<file path="config.mk">
export PLATFORM = sky130hd
export DESIGN_NAME = aal_engine
export DESIGN_NICKNAME = d
export VERILOG_FILES = /design/src/common/aal_pkg.sv /design/src/rtl/aal_engine.sv /design/src/rtl/aal_sync.sv
export VERILOG_INCLUDE_DIRS = /design/src /design/src/common
export SDC_FILE = /design/constraint.sdc
export NUM_CORES = 1
export LEC_CHECK = 0
export ABC_AREA = 1
export ABC_CLOCK_PERIOD_IN_PS = 4800
export BUFFER_PORTS_ARGS = -buffer_cell sky130_fd_sc_hd__buf_4
export CAP_MARGIN = 20
export CORE_ASPECT_RATIO = 0.8
export CORE_UTILIZATION = 25
export CTS_CLUSTER_DIAMETER = 50
export DETAILED_ROUTE_END_ITERATION = 8
export SYNTH_ARGS = -nofsm -noshare
export SYNTH_HDL_FRONTEND = slang
export SYNTH_HIERARCHICAL = 1
export SYNTH_SLANG_ARGS = --single-unit
</file>
<file path="constraint.sdc">
create_clock -name aclk -period 4.8 [get_ports aclk]
set_input_delay 0 -clock aclk [delete_from_list [all_inputs] [get_ports aclk]]
set_output_delay 0 -clock aclk [all_outputs]
set_load 0.1 [all_outputs]
</file>
<file path="src/common/aal_consts.svh">
// constants for the auto-ack packet link engine
// Function
// - receiver accepts packets on six addressed pipes
// - pipe zero 40-bit address, others share upper
// - ack sent with receiving pipe's address
// - after send, listen for ack, resend
// - retry limit passed: flag, irq, keep payload
// - ack received: drop payload, set sent flag
// - payload length equals bytes written in burst; here a fixed 32-bit word per push
// - transmit start powers radio, sends at rate
// - irq pin active while flags set
// - no sending until exhausted flag cleared
// - lost counter counts exhausted events
// - after send: idle, next payload or clocked idle
// - receive begins 130us after chip enable
// - valid packet stored, flag, irq, pipe number
// - auto ack sends ack then resumes mode
// - auto ack enabled per pipe
// - channel write clears lost counter
// - clocked idle with chip enable, empty fifo
`ifndef AAL_CONSTS_SVH
`define AAL_CONSTS_SVH
`define AAL_CLK_MHZ 100
`define AAL_SETTLE_US 130
`define AAL_SETTLE_CYC (`AAL_SETTLE_US * `AAL_CLK_MHZ)
`define AAL_CE_MIN_US 10
`define AAL_CE_MIN_CYC (`AAL_CE_MIN_US * `AAL_CLK_MHZ)
`define AAL_WAIT_UNIT_CYC 25000
`define AAL_PIPES 6
`define AAL_FIFO_DEPTH 3
`define AAL_OFF_CONFIG 32'h00
`define AAL_OFF_AUTO_ACK 32'h04
`define AAL_OFF_PIPE_EN 32'h08
`define AAL_OFF_RETR 32'h0c
`define AAL_OFF_CHANNEL 32'h10
`define AAL_OFF_STATUS 32'h14
`define AAL_OFF_COUNTS 32'h18
`define AAL_OFF_P0_LO 32'h1c
`define AAL_OFF_P0_HI 32'h20
`define AAL_OFF_P1_LO 32'h24
`define AAL_OFF_P1_HI 32'h28
`define AAL_OFF_P_LOW 32'h2c
`define AAL_OFF_TX_PUSH 32'h30
`define AAL_OFF_RX_POP 32'h34
`define AAL_ST_RX 0
`define AAL_ST_TX 1
`define AAL_ST_RT 2
`define AAL_PIPE_ENABLE_RST 6'h03
`define AAL_AUTO_ACK_RST 6'h3f
`define AAL_RETR_RST 8'h03
`endif

</file>
<file path="src/common/aal_pkg.sv">
// types for the auto-ack packet link engine
package aal_pkg;
    typedef enum logic [3:0] {
        AAL_IDLE, AAL_CLK_IDLE, AAL_TX_SETTLE, AAL_TX_SEND, AAL_ACK_WAIT,
        AAL_RETRY_GAP, AAL_RX_SETTLE, AAL_RX_LISTEN, AAL_ACK_SEND
    } aal_state_t;
endpackage : aal_pkg

</file>
<file path="src/rtl/aal_engine.sv">
// link engine with retry, auto ack and axi-lite regs
//
// Decided for this implementation: the register offsets and the AXI4-Lite interface to the registers.
`timescale 1ns/1ps
`include "aal_consts.svh"
module aal_engine (
    input wire logic aclk,
    input wire logic aresetn,
    input wire logic [31:0] s_axi_awaddr,
    input wire logic s_axi_awvalid,
    output logic s_axi_awready,
    input wire logic [31:0] s_axi_wdata,
    input wire logic [3:0] s_axi_wstrb,
    input wire logic s_axi_wvalid,
    output logic s_axi_wready,
    output logic [1:0] s_axi_bresp,
    output logic s_axi_bvalid,
    input wire logic s_axi_bready,
    input wire logic [31:0] s_axi_araddr,
    input wire logic s_axi_arvalid,
    output logic s_axi_arready,
    output logic [31:0] s_axi_rdata,
    output logic [1:0] s_axi_rresp,
    output logic s_axi_rvalid,
    input wire logic s_axi_rready,
    input wire logic chip_enable,
    output logic irq_n,
    output logic air_tx_valid,
    output logic [39:0] air_tx_address,
    output logic [31:0] air_tx_payload,
    output logic air_tx_is_ack,
    input wire logic air_tx_done,
    input wire logic air_rx_valid,
    input wire logic [39:0] air_rx_address,
    input wire logic [31:0] air_rx_payload,
    input wire logic air_rx_crc_ok,
    input wire logic air_rx_is_ack,
    output logic radio_power,
    output logic osc_16m_enable,
    output logic air_rate_2m
);
    aal_pkg::aal_state_t state_q;
    logic ce;
    logic ce_rise;
    logic ce_fall;
    logic cfg_rx_q, cfg_pwr_q, cfg_rate_q, cfg_retx_q;
    logic [5:0] auto_ack_q, pipe_en_q;
    logic [7:0] retr_q, channel_q;
    logic [39:0] p0_addr_q, p1_addr_q;
    logic [31:0] p_low_q;
    logic [2:0] status_q;
    logic [2:0] rx_pipe_q;
    logic [3:0] retry_cnt_q, lost_cnt_q;
    logic [31:0] tx_mem_q [`AAL_FIFO_DEPTH];
    logic [31:0] rx_mem_q [`AAL_FIFO_DEPTH];
    logic [1:0] tx_cnt_q, rx_cnt_q;
    logic [31:0] timer_q;
    logic [39:0] ack_addr_q;
    logic aw_q, w_q;
    logic [31:0] awaddr_q, wdata_q;
    logic wr_go;
    logic tx_push, tx_pop, rx_push, rx_pop;
    logic [5:0] hit;
    logic [2:0] hit_pipe;
    logic rx_ok;

    aal_sync u_ce_sync (
        .aclk(aclk), .aresetn(aresetn), .din(chip_enable),
        .dout(ce), .rise(ce_rise), .fall(ce_fall)
    );

    // write capture, aw and w in either order
    assign s_axi_awready = !aw_q && !s_axi_bvalid;
    assign s_axi_wready = !w_q && !s_axi_bvalid;
    assign wr_go = aw_q && w_q && !s_axi_bvalid;
    always_ff @(posedge aclk) begin
        if (!aresetn) begin
            aw_q <= 1'b0;
            w_q <= 1'b0;
            awaddr_q <= 32'h0;
            wdata_q <= 32'h0;
            s_axi_bvalid <= 1'b0;
        end else begin
            if (s_axi_awvalid && s_axi_awready) begin
                aw_q <= 1'b1;
                awaddr_q <= s_axi_awaddr;
            end
            if (s_axi_wvalid && s_axi_wready) begin
                w_q <= 1'b1;
                wdata_q <= s_axi_wdata;
            end
            if (wr_go) begin
                aw_q <= 1'b0;
                w_q <= 1'b0;
                s_axi_bvalid <= 1'b1;
            end else if (s_axi_bready) begin
                s_axi_bvalid <= 1'b0;
            end
        end
    end
    assign s_axi_bresp = 2'h0;

    // configuration registers
    always_ff @(posedge aclk) begin
        if (!aresetn) begin
            cfg_rx_q <= 1'b0;
            cfg_pwr_q <= 1'b0;
            cfg_rate_q <= 1'b0;
            cfg_retx_q <= 1'b1;
            auto_ack_q <= `AAL_AUTO_ACK_RST;
            pipe_en_q <= `AAL_PIPE_ENABLE_RST;
            retr_q <= `AAL_RETR_RST;
            channel_q <= 8'h02;
            p0_addr_q <= 40'he7e7e7e7e7;
            p1_addr_q <= 40'hc2c2c2c2c2;
            p_low_q <= 32'hc6c5c4c3;
        end else if (wr_go) begin
            case (awaddr_q)
                `AAL_OFF_CONFIG: begin
                    cfg_rx_q <= wdata_q[0];
                    cfg_pwr_q <= wdata_q[1];
                    cfg_rate_q <= wdata_q[2];
                    cfg_retx_q <= wdata_q[3];
                end
                `AAL_OFF_AUTO_ACK: auto_ack_q <= wdata_q[5:0];
                `AAL_OFF_PIPE_EN: pipe_en_q <= wdata_q[5:0];
                `AAL_OFF_RETR: retr_q <= wdata_q[7:0];
                `AAL_OFF_CHANNEL: channel_q <= wdata_q[7:0];
                `AAL_OFF_P0_LO: p0_addr_q[31:0] <= wdata_q;
                `AAL_OFF_P0_HI: p0_addr_q[39:32] <= wdata_q[7:0];
                `AAL_OFF_P1_LO: p1_addr_q[31:0] <= wdata_q;
                `AAL_OFF_P1_HI: p1_addr_q[39:32] <= wdata_q[7:0];
                `AAL_OFF_P_LOW: p_low_q <= wdata_q;
                default: ;
            endcase
        end
    end

    // pipe address match
    always_comb begin
        hit[0] = air_rx_address == p0_addr_q;
        hit[1] = air_rx_address == p1_addr_q;
        hit[2] = air_rx_address == {p1_addr_q[39:8], p_low_q[7:0]};
        hit[3] = air_rx_address == {p1_addr_q[39:8], p_low_q[15:8]};
        hit[4] = air_rx_address == {p1_addr_q[39:8], p_low_q[23:16]};
        hit[5] = air_rx_address == {p1_addr_q[39:8], p_low_q[31:24]};
        hit = hit & pipe_en_q;
        hit_pipe = 3'h7;
        for (int i = `AAL_PIPES - 1; i >= 0; i--) begin
            if (hit[i]) hit_pipe = 3'(i);
        end
    end
    assign rx_ok = state_q == aal_pkg::AAL_RX_LISTEN && air_rx_valid
        && air_rx_crc_ok && !air_rx_is_ack && hit != 6'h0
        && rx_cnt_q != 2'(`AAL_FIFO_DEPTH);

    // fifo strobes from the bus and the air side
    assign tx_push = wr_go && awaddr_q == `AAL_OFF_TX_PUSH
        && tx_cnt_q != 2'(`AAL_FIFO_DEPTH);
    assign rx_pop = s_axi_arvalid && s_axi_arready
        && s_axi_araddr == `AAL_OFF_RX_POP && rx_cnt_q != 2'h0;
    assign rx_push = rx_ok;
    assign tx_pop = state_q == aal_pkg::AAL_ACK_WAIT && air_rx_valid
        && air_rx_is_ack && air_rx_crc_ok && air_rx_address == p0_addr_q;

    // tx and rx fifos, shift-down flops
    always_ff @(posedge aclk) begin
        if (!aresetn) begin
            tx_cnt_q <= 2'h0;
            rx_cnt_q <= 2'h0;
            for (int i = 0; i < `AAL_FIFO_DEPTH; i++) begin
                tx_mem_q[i] <= 32'h0;
                rx_mem_q[i] <= 32'h0;
            end
        end else begin
            if (tx_pop) begin
                for (int i = 0; i < `AAL_FIFO_DEPTH - 1; i++)
                    tx_mem_q[i] <= tx_mem_q[i + 1];
            end
            if (tx_push) tx_mem_q[tx_pop ? tx_cnt_q - 2'h1 : tx_cnt_q]
                <= wdata_q;
            tx_cnt_q <= tx_cnt_q + 2'(tx_push) - 2'(tx_pop);
            if (rx_pop) begin
                for (int i = 0; i < `AAL_FIFO_DEPTH - 1; i++)
                    rx_mem_q[i] <= rx_mem_q[i + 1];
            end
            if (rx_push) rx_mem_q[rx_pop ? rx_cnt_q - 2'h1 : rx_cnt_q]
                <= air_rx_payload;
            rx_cnt_q <= rx_cnt_q + 2'(rx_push) - 2'(rx_pop);
        end
    end

    // link state machine
    always_ff @(posedge aclk) begin
        if (!aresetn) begin
            state_q <= aal_pkg::AAL_IDLE;
            timer_q <= 32'h0;
            retry_cnt_q <= 4'h0;
            ack_addr_q <= 40'h0;
        end else begin
            if (timer_q != 32'h0) timer_q <= timer_q - 32'h1;
            case (state_q)
                aal_pkg::AAL_IDLE, aal_pkg::AAL_CLK_IDLE: begin
                    if (!cfg_pwr_q || !ce) begin
                        state_q <= aal_pkg::AAL_IDLE;
                    end else if (cfg_rx_q) begin
                        state_q <= aal_pkg::AAL_RX_SETTLE;
                        timer_q <= 32'(`AAL_SETTLE_CYC);
                    end else if (tx_cnt_q != 2'h0 && !status_q[`AAL_ST_RT])
                    begin
                        state_q <= aal_pkg::AAL_TX_SETTLE;
                        timer_q <= 32'(`AAL_SETTLE_CYC);
                        retry_cnt_q <= 4'h0;
                    end else begin
                        state_q <= aal_pkg::AAL_CLK_IDLE;
                    end
                end
                aal_pkg::AAL_TX_SETTLE: begin
                    if (timer_q == 32'h0) state_q <= aal_pkg::AAL_TX_SEND;
                end
                aal_pkg::AAL_TX_SEND: begin
                    if (air_tx_done) begin
                        if (auto_ack_q[0]) begin
                            state_q <= aal_pkg::AAL_ACK_WAIT;
                            timer_q <= (32'(retr_q[7:4]) + 32'h1)
                                * 32'(`AAL_WAIT_UNIT_CYC);
                        end else begin
                            state_q <= aal_pkg::AAL_IDLE;
                        end
                    end
                end
                aal_pkg::AAL_ACK_WAIT: begin
                    if (tx_pop) begin
                        state_q <= aal_pkg::AAL_IDLE;
                    end else if (timer_q == 32'h0) begin
                        if (!cfg_retx_q || retry_cnt_q >= retr_q[3:0]) begin
                            state_q <= aal_pkg::AAL_IDLE;
                        end else begin
                            retry_cnt_q <= retry_cnt_q + 4'h1;
                            state_q <= aal_pkg::AAL_RETRY_GAP;
                            timer_q <= (32'(retr_q[7:4]) + 32'h1)
                                * 32'(`AAL_WAIT_UNIT_CYC);
                        end
                    end
                end
                aal_pkg::AAL_RETRY_GAP: begin
                    if (timer_q == 32'h0) state_q <= aal_pkg::AAL_TX_SEND;
                end
                aal_pkg::AAL_RX_SETTLE: begin
                    if (!ce) state_q <= aal_pkg::AAL_IDLE;
                    else if (timer_q == 32'h0)
                        state_q <= aal_pkg::AAL_RX_LISTEN;
                end
                aal_pkg::AAL_RX_LISTEN: begin
                    if (!ce || !cfg_rx_q) begin
                        state_q <= aal_pkg::AAL_IDLE;
                    end else if (rx_ok && auto_ack_q[hit_pipe]) begin
                        state_q <= aal_pkg::AAL_ACK_SEND;
                        ack_addr_q <= air_rx_address;
                    end
                end
                aal_pkg::AAL_ACK_SEND: begin
                    if (air_tx_done) state_q <= aal_pkg::AAL_IDLE;
                end
                default: state_q <= aal_pkg::AAL_IDLE;
            endcase
        end
    end

    // status flags, set wins over write-one-to-clear
    always_ff @(posedge aclk) begin
        if (!aresetn) begin
            status_q <= 3'h0;
            rx_pipe_q <= 3'h7;
            lost_cnt_q <= 4'h0;
        end else begin
            logic [2:0] set;
            logic lost;
            set = 3'h0;
            lost = state_q == aal_pkg::AAL_ACK_WAIT && !tx_pop
                && timer_q == 32'h0
                && (!cfg_retx_q || retry_cnt_q >= retr_q[3:0]);
            set[`AAL_ST_RX] = rx_ok;
            set[`AAL_ST_TX] = tx_pop
                || (state_q == aal_pkg::AAL_TX_SEND && air_tx_done
                    && !auto_ack_q[0]);
            set[`AAL_ST_RT] = lost;
            if (wr_go && awaddr_q == `AAL_OFF_STATUS)
                status_q <= (status_q & ~wdata_q[2:0]) | set;
            else
                status_q <= status_q | set;
            if (rx_ok) rx_pipe_q <= hit_pipe;
            else if (rx_cnt_q == 2'h0) rx_pipe_q <= 3'h7;
            if (wr_go && awaddr_q == `AAL_OFF_CHANNEL)
                lost_cnt_q <= 4'h0;
            else if (lost && lost_cnt_q != 4'hf)
                lost_cnt_q <= lost_cnt_q + 4'h1;
        end
    end
    assign irq_n = status_q == 3'h0;

    // read channel
    assign s_axi_arready = !s_axi_rvalid;
    always_ff @(posedge aclk) begin
        if (!aresetn) begin
            s_axi_rvalid <= 1'b0;
            s_axi_rdata <= 32'h0;
            s_axi_rresp <= 2'h0;
        end else if (s_axi_arvalid && s_axi_arready) begin
            s_axi_rvalid <= 1'b1;
            s_axi_rresp <= 2'h0;
            case (s_axi_araddr)
                `AAL_OFF_CONFIG: s_axi_rdata <= {28'h0, cfg_retx_q,
                    cfg_rate_q, cfg_pwr_q, cfg_rx_q};
                `AAL_OFF_AUTO_ACK: s_axi_rdata <= {26'h0, auto_ack_q};
                `AAL_OFF_PIPE_EN: s_axi_rdata <= {26'h0, pipe_en_q};
                `AAL_OFF_RETR: s_axi_rdata <= {24'h0, retr_q};
                `AAL_OFF_CHANNEL: s_axi_rdata <= {24'h0, channel_q};
                `AAL_OFF_STATUS: s_axi_rdata <= {20'h0, tx_cnt_q, rx_cnt_q,
                    1'b0, rx_pipe_q, 1'b0, status_q};
                `AAL_OFF_COUNTS: s_axi_rdata <= {24'h0, lost_cnt_q,
                    retry_cnt_q};
                `AAL_OFF_P0_LO: s_axi_rdata <= p0_addr_q[31:0];
                `AAL_OFF_P0_HI: s_axi_rdata <= {24'h0, p0_addr_q[39:32]};
                `AAL_OFF_P1_LO: s_axi_rdata <= p1_addr_q[31:0];
                `AAL_OFF_P1_HI: s_axi_rdata <= {24'h0, p1_addr_q[39:32]};
                `AAL_OFF_P_LOW: s_axi_rdata <= p_low_q;
                `AAL_OFF_RX_POP: s_axi_rdata <= rx_mem_q[0];
                default: begin
                    s_axi_rdata <= 32'h0;
                    s_axi_rresp <= 2'h2;
                end
            endcase
        end else if (s_axi_rready) begin
            s_axi_rvalid <= 1'b0;
        end
    end

    // air side outputs
    assign air_tx_valid = state_q == aal_pkg::AAL_TX_SEND
        || state_q == aal_pkg::AAL_ACK_SEND;
    assign air_tx_is_ack = state_q == aal_pkg::AAL_ACK_SEND;
    assign air_tx_address = air_tx_is_ack ? ack_addr_q : p0_addr_q;
    assign air_tx_payload = air_tx_is_ack ? 32'h0 : tx_mem_q[0];
    assign radio_power = state_q != aal_pkg::AAL_IDLE
        && state_q != aal_pkg::AAL_CLK_IDLE;
    assign osc_16m_enable = state_q != aal_pkg::AAL_IDLE;
    assign air_rate_2m = cfg_rate_q;
endmodule : aal_engine

</file>
<file path="src/rtl/aal_sync.sv">
// two-flop synchroniser with edge detect
`timescale 1ns/1ps
module aal_sync (
    input wire logic aclk,
    input wire logic aresetn,
    input wire logic din,
    output logic dout,
    output logic rise,
    output logic fall
);
    logic meta_q;
    logic sync_q;
    logic last_q;
    // first flop feeds only the second
    always_ff @(posedge aclk) begin
        if (!aresetn) begin
            meta_q <= 1'b0;
            sync_q <= 1'b0;
            last_q <= 1'b0;
        end else begin
            meta_q <= din;
            sync_q <= meta_q;
            last_q <= sync_q;
        end
    end
    assign dout = sync_q;
    assign rise = sync_q & ~last_q;
    assign fall = ~sync_q & last_q;
endmodule : aal_sync

</file>
==> out/qor.yml, run 1 <==
sta:
  rsz0062_at_grt: "false"
  fin_crit_sh_pct: 78.3
  final-setup-viol-count: 0
  hold_viol: 0
  tns_ps: 0
  fin_worst_skew_ps: 46.4
  worst_slew_pin_slew_ps: 1190
  post-route-min-period_ps: 3760
  max_freq_mhz: 266
  drv_slew: 0
  slew_headroom_pct: 19.8
floorplan:
  initial_utilization_pct: 25.4
  io_pins: 303
  die_h_um: 294
  die_x_um: 367
  rows: 106
  core-area_um2: 105000
  die-area_um2: 108000
setup_path:
  cp_slowest_cell: "dlygate4sd3_1"
  cp-end-kind: "register"
  required_ps: 5090
  path_cells: "ha_1, or3b_1, nor4_1, dlygate4sd3_1, inv_1, o21ai_2, inv_2, nor2_4, nand3_2, buf_4, nand2_1, buf_4"
  max_stage_delay_ps: 660
  cp_num_buf_inv: 5
  critPathArrivalTime_ps: 4050
  cp-start-kind: "register"
  crit_type: "reg2reg"
  critPathMaxFanout: 65
  crit_family: "buffers and inverters"
  r2r-start: "rx_cnt_q[0]$_SDFF_PN0_"
  crit_top_cell: "buf_4"
  cp-startpoint: "rx_cnt_q[0]$_SDFF_PN0_"
layout:
  instances_no_fill: 5396
  area_delta_synth_final_pct: 30.0
  finalNetCount: 4155
  seqCellArea_um2: 12600
  multiInputGateArea_um2: 11500
  n_fill_cell: 11102
  drive_gt1_share_pct: 14.0
  fin_util_pct: 33.0
  stdcell_area_um2: 34700
route:
  dr_total_vias: 25744
  first_iter_violations: 2686
  wirelength_mm: 103
  postRouteAntennaNets: 0
  firstDrtPassIters: 6
  drc: 0
  routed_via_density: 4.77
  avgRoutedWirePerCell_um: 19.1
clock_network:
  cts_tree: "yes"
  cts_root_buf: "clkbuf_16"
  clock_sinks: 533
  clkLatencyLatePin_ps: 650
  cts_buffers: 74
  clk_path_buf_depth: 3
  htree_levels: 3
  cts_setup_buffers: 0
  clkTransAtPathRegs_ps: 60
status:
  outcome: "finished clean"
global_route:
  grt_pass1_wl_mm: 150
  grt.overflow.total: 0
  grt_max_degree: 89
  grt_pass1_vias: 23667
  antenna_found_initial: 15
  grtUsageTotal_pct: 18.4
placement:
  dp_hpwl_mm: 75.1
  gp_congestion: 0.924
  dp_cells: 5047
  io_buffers: 295
  placed_cell_area_um2: 30100
worst_hold_path:
  hp-start: "chip_enable"
  hold_path_class: "in2reg"
power_and_ir_drop:
  p_per_area_nw_per_um2: 374
  peakVddDrop_v: 0.000225
  p_leak_nw: 15.2
synth:
  synth.cell_area_um2: 26700
  ys.warnings.count: 6
  syn_avg_cell_area_um2: 7.65
  syn_inst: 3489
flow_run:
  drv_cap: 0
-- report_power, final --
group	internal [W]	total, W	switching (W)	leakage, nW
Sequential	0.00491	0.00508	0.000170	4.70
Combinational	0.000759	0.00228	0.00152	9.26
Clock	0.00327	0.00561	0.00234	1.23
Total	0.00894	0.0130	0.00403	15.2
-- layer usage --
metal	vias to the layer above	wire (um)	GRT usage [%]
met4	16	2390	4.81
met3	155	9460	4.52
met2	996	45900	28.7
met5	-	109	0
met1	12127	45200	25.4
li1	12450	-	-
-- worst register-to-register path, cell delays in order, from the launching register on --
cell and delay (ps):
dfxtp_1 350, ha_1 270, or3b_1 360, nor4_1 240
dlygate4sd3_1 660, inv_1 100, o21ai_2 170, inv_2 100
nor2_4 160, nand3_2 70, buf_4 340, nand2_1 140
buf_4 400
-- layout by cell type, fill, tap and decap left out, types with 7 or more instances in the layout --
master         count
xor2_1            32
clkbuf_16         77
clkbuf_1          11
inv_1            409
buf_4            332
nand3_1          246
nand2_1          716
o21ai_1          113
nand4_1           31
ha_1              45
clkinv_4          10
o21ai_0          250
inv_2             45
o21ai_2           21
nand2_2            9
nand3b_1           7
a211oi_1           7
o31ai_1           19
dfxtp_1          341
nor2_1           312
nor3_1            69
dlygate4sd3_1    204
clkinv_1           8
edfxtp_1         192
inv_6             11
a21oi_1          249
clkbuf_8           9
o22ai_1           20
xnor2_1           23
nor4_1            15
o211ai_1          81
-- state kept, by name, indices dropped and copies added, names as in the netlist, 4 cells and up --
| name | flops |
|---|---|
| rx_mem_q | 96 |
| tx_mem_q | 96 |
| ack_addr_q | 40 |
| p0_addr_q | 40 |
| p1_addr_q | 40 |
| awaddr_q | 32 |
| p_low_q | 32 |
| s_axi_rdata | 32 |
| timer_q | 32 |
| wdata_q | 32 |
| channel_q | 8 |
| retr_q | 8 |
| auto_ack_q | 6 |
| pipe_en_q | 6 |
| lost_cnt_q | 4 |
| retry_cnt_q | 4 |
| state_q | 4 |
-- path summary, 6_finish.rpt --
kind                                 end  slack [ps]  cells after the start
max            rx_mem_q[0][29]$_DFFE_PP_        1040                     12
min          u_ce_sync/meta_q$_SDFF_PN0_         130                      4
max reg2reg    rx_mem_q[0][29]$_DFFE_PP_        1040                     12
min reg2reg    u_ce_sync/dout$_SDFF_PN0_         430                      2
-- stage by stage --
step                      hold slack [ps]  worst slack [ps]  power (W)
after global routing                  115               650     0.0135
after detailed placement              207              1110    0.00728
after floorplan                      93.5               154    0.00662
after global placement                207              1130    0.00726
after CTS                            94.5              1010     0.0131
final                                 131              1040     0.0130
-- layout make-up --
type                            count  area share (%)
Tap cell                         1404            5.06
Timing Repair Buffer              541            13.3
Multi-Input combinational cell   2314            33.1
Sequential cell                   533            36.3
Antenna cell                        5          0.0360
Clock buffer                       97            6.01
Inverter                          461            5.00
Clock inverter                     41            1.27
-- what timing repair did --
item,4_1_cts,5_1_grt
gates resized for setup,0,0
hold endpoints to repair,253,0
hold buffers,204,0
Power figures use the tool's default switching activity.
==> run 2: changes to the inputs <==
--- a/config.mk
+++ b/config.mk
@@ -6,8 +6,8 @@
 export SDC_FILE = /design/constraint.sdc
 export NUM_CORES = 1
 export LEC_CHECK = 0
-export ABC_AREA = 1
-export ABC_CLOCK_PERIOD_IN_PS = 4800
+export ABC_AREA = 0
+export ABC_CLOCK_PERIOD_IN_PS = 3320
 export BUFFER_PORTS_ARGS = -buffer_cell sky130_fd_sc_hd__buf_4
 export CAP_MARGIN = 20
 export CORE_ASPECT_RATIO = 0.8
==> constraint.sdc (replaced) <==
create_clock -name aclk -period 3.32 [get_ports aclk]
set_input_delay 0 -clock aclk [delete_from_list [all_inputs] [get_ports aclk]]
set_output_delay 0 -clock aclk [all_outputs]
set_load 0.1 [all_outputs]
==> out/qor.yml, run 2 <==
global_route:
  grt_max_degree: 121  # was 89
  grt_pass1_vias: 22294  # was 23667
  grtUsageTotal_pct: 18.3  # was 18.4%
  grt.overflow.total: 0  # unchanged
  grt_pass1_wl_mm: 143  # was 150 mm
  antenna_found_initial: 10  # was 15
clock_network:
  cts_tree: "yes"  # unchanged
  clock_sinks: 533  # unchanged
  clkTransAtPathRegs_ps: 60  # about the same
  cts_root_buf: "clkbuf_16"  # unchanged
  clkLatencyLatePin_ps: 640  # was 650 ps
  clk_path_buf_depth: 3  # unchanged
  cts_buffers: 72  # was 74
  htree_levels: 3  # unchanged
sta:
  drv_slew: 0  # unchanged
  rsz0062_at_grt: "true"  # was false
  slew_headroom_pct: 26.3  # was 19.8%
  post-route-min-period_ps: 3250  # was 3760 ps
  max_freq_mhz: 308  # was 266 MHz
  hold_viol: 0  # unchanged
  fin_worst_skew_ps: 53.4  # was 46.4 ps
  final-setup-viol-count: 0  # unchanged
  worst_slew_pin_slew_ps: 1100  # was 1190 ps
  timing.hold.ws_ps: 74.8  # was 131 ps
  fin_crit_sh_pct: 97.7  # was 78.3%
setup_path:
  critPathArrivalTime_ps: 3790  # was 4050 ps
  crit_family: "compound AO/OA/AOI/OAI gates"  # was buffers and inverters
  cp-start-kind: "register"  # unchanged
  cp_num_buf_inv: 1  # was 5
  path_cells: "xnor2_1, nand3_1, or4b_1, a31oi_1, mux2i_1, o211a_2, buf_4, o31ai_1, a21oi_1"  # was ha_1, or3b_1, nor4_1, dlygate4sd3_1, inv_1, o21ai_2, inv_2, nor2_4, nand3_2, buf_4, nand2_1, buf_4
  required_ps: 3870  # was 5090 ps
  cp-end-kind: "register"  # unchanged
  max_stage_delay_ps: 610  # was 660 ps
  cp_slowest_cell: "or4b_1"  # was dlygate4sd3_1
  critPathMaxFanout: 8  # was 65
  crit_type: "reg2reg"  # unchanged
route:
  wirelength_mm: 98.1  # was 103 mm
  firstDrtPassIters: 6  # unchanged
  dr_total_vias: 23380  # was 25744
  drc: 0  # unchanged
  postRouteAntennaNets: 0  # unchanged
  first_iter_violations: 2495  # was 2686
  routed_via_density: 4.94  # was 4.77
  avgRoutedWirePerCell_um: 20.7  # was 19.1 um
layout:
  final_common_cell: "nand2_1"  # unchanged
  stdcell_area_um2: 34800  # was 34700 um2
  top_regs: "rx_mem_q x96, tx_mem_q x96"  # unchanged
  area_delta_synth_final_pct: 36.0  # was 30.0%
  finalNetCount: 3576  # was 4155
  most-common-layout-cells: "nand2_1 (648), buf_4 (418), dfxtp_1 (337)"  # was nand2_1 (716), inv_1 (409), dfxtp_1 (341)
  drive_gt1_share_pct: 20.3  # was 14.0%
synth:
  syn_inst: 2838  # was 3489
  syn_avg_cell_area_um2: 9.00  # was 7.65 um2
  synth.cell_area_um2: 25600  # was 26700 um2
  ys.warnings.count: 6  # unchanged
worst_hold_path:
  hold_path_class: "in2reg"  # unchanged
power_and_ir_drop:
  intPower_w: 0.0127  # was 0.00894 W
  pwr-share-seq_pct: 41.2  # was 39.2%
  p_per_area_nw_per_um2: 514  # was 374 nW/um2
  netSwitchingFraction_pct: 29.1  # was 31.1%
  power_frac_comb_pct: 15.3  # was 17.6%
  peakVddDrop_v: 0.000366  # was 0.000225 V
  clockPowerShare_pct: 43.4  # was 43.2%
  switchingPower_w: 0.00520  # was 0.00403 W
  p_leak_nw: 13.3  # was 15.2 nW
floorplan:
  initial_utilization_pct: 25.3  # was 25.4%
  die-area_um2: 103000  # was 108000 um2
  die_h_um: 288  # was 294 um
  core-area_um2: 101000  # was 105000 um2
  rows: 104  # was 106
  die_x_um: 359  # was 367 um
  io_pins: 303  # unchanged
placement:
  dp_hpwl_mm: 68.8  # was 75.1 mm
  gp_congestion: 0.946  # was 0.924
  io_buffers: 295  # unchanged
  placed_cell_area_um2: 30000  # was 30100 um2
flow_run:
  drv_cap: 0  # unchanged
status:
  outcome: "finished clean"  # unchanged
==> run 2: final cells by class <==
type | count | area (um2)
diodes | 1 | 2.50
clock buffers | 94 | 2000
clock inverters | 40 | 383
fillers | 10277 | 66200
inverters | 32 | 128
multi-input cells | 2062 | 12400
flip-flops and latches | 533 | 12600
well taps | 1325 | 1660
repair buffers | 645 | 5610
==> run 2: through the flow <==
stage | util, % | total power, W | setup TNS [ps] | worst slack, ps | cells
after floorplan | - | 0.00918 | 0 | 1.17 | 2841
after global routing | 34.4 | 0.0185 | -131 | -43.5 | 4731
after detailed placement | 29.7 | 0.0100 | -942 | -228 | 4383
final | 34.4 | 0.0179 | 0 | 74.8 | 4732
after CTS | 34.1 | 0.0180 | -59.9 | -59.9 | 4725
after global placement | 29.7 | 0.00998 | -785 | -181 | 4383
==> run 2: power groups by stage <==
stage                     clock network (W)  logic [W]  registers (W)
after floorplan                           0    0.00179        0.00738
after global placement                    0    0.00248        0.00750
after detailed placement                  0    0.00250        0.00751
after CTS                           0.00791    0.00272        0.00737
after global routing                0.00818    0.00297        0.00740
final                               0.00775    0.00274        0.00737
==> run 2: worst min-delay path: cells and delay by family <==
kind                   cells  cell delay [ps]
AO/OA/AOI/OAI              1              130
buffers and inverters      1              110
AND/OR/NAND/NOR            3              420
==> run 2: metal layers <==
layer / part of all wire, % / track usage (%) / wire length [um] / vias up
met2: 45 / 28.9 / 44300 / 1014
li1: - / - / - / 10978
met5: 0.071 / 0 / 70 / -
met1: 42 / 24.6 / 41500 / 11225
met4: 2.4 / 4.95 / 2380 / 10
met3: 10 / 4.94 / 9770 / 153
==> run 2: path summary, 6_finish.rpt <==
check,to,slack [ps],from,depth (start not counted)
hold / removal,rx_pipe_q[2]$_SDFFE_PN1P_,70,air_rx_is_ack,5
setup / recovery,ack_addr_q[36]$_SDFFE_PN0P_,70,p1_addr_q[2]$_SDFFE_PN0P_,9
setup reg to reg,ack_addr_q[36]$_SDFFE_PN0P_,70,p1_addr_q[2]$_SDFFE_PN0P_,9
hold reg to reg,s_axi_rdata[6]$_SDFFE_PN0P_,450,s_axi_rdata[6]$_SDFFE_PN0P_,2
==> run 2: what timing repair did <==
action | CTS | global route
setup buffers | 4 | 8
hold buffers | 204 | 0
hold endpoints to repair | 236 | 0
resized for setup | 14 | 33
pin swaps | 9 | 16
endpoints found under the setup margin | 73 | 244
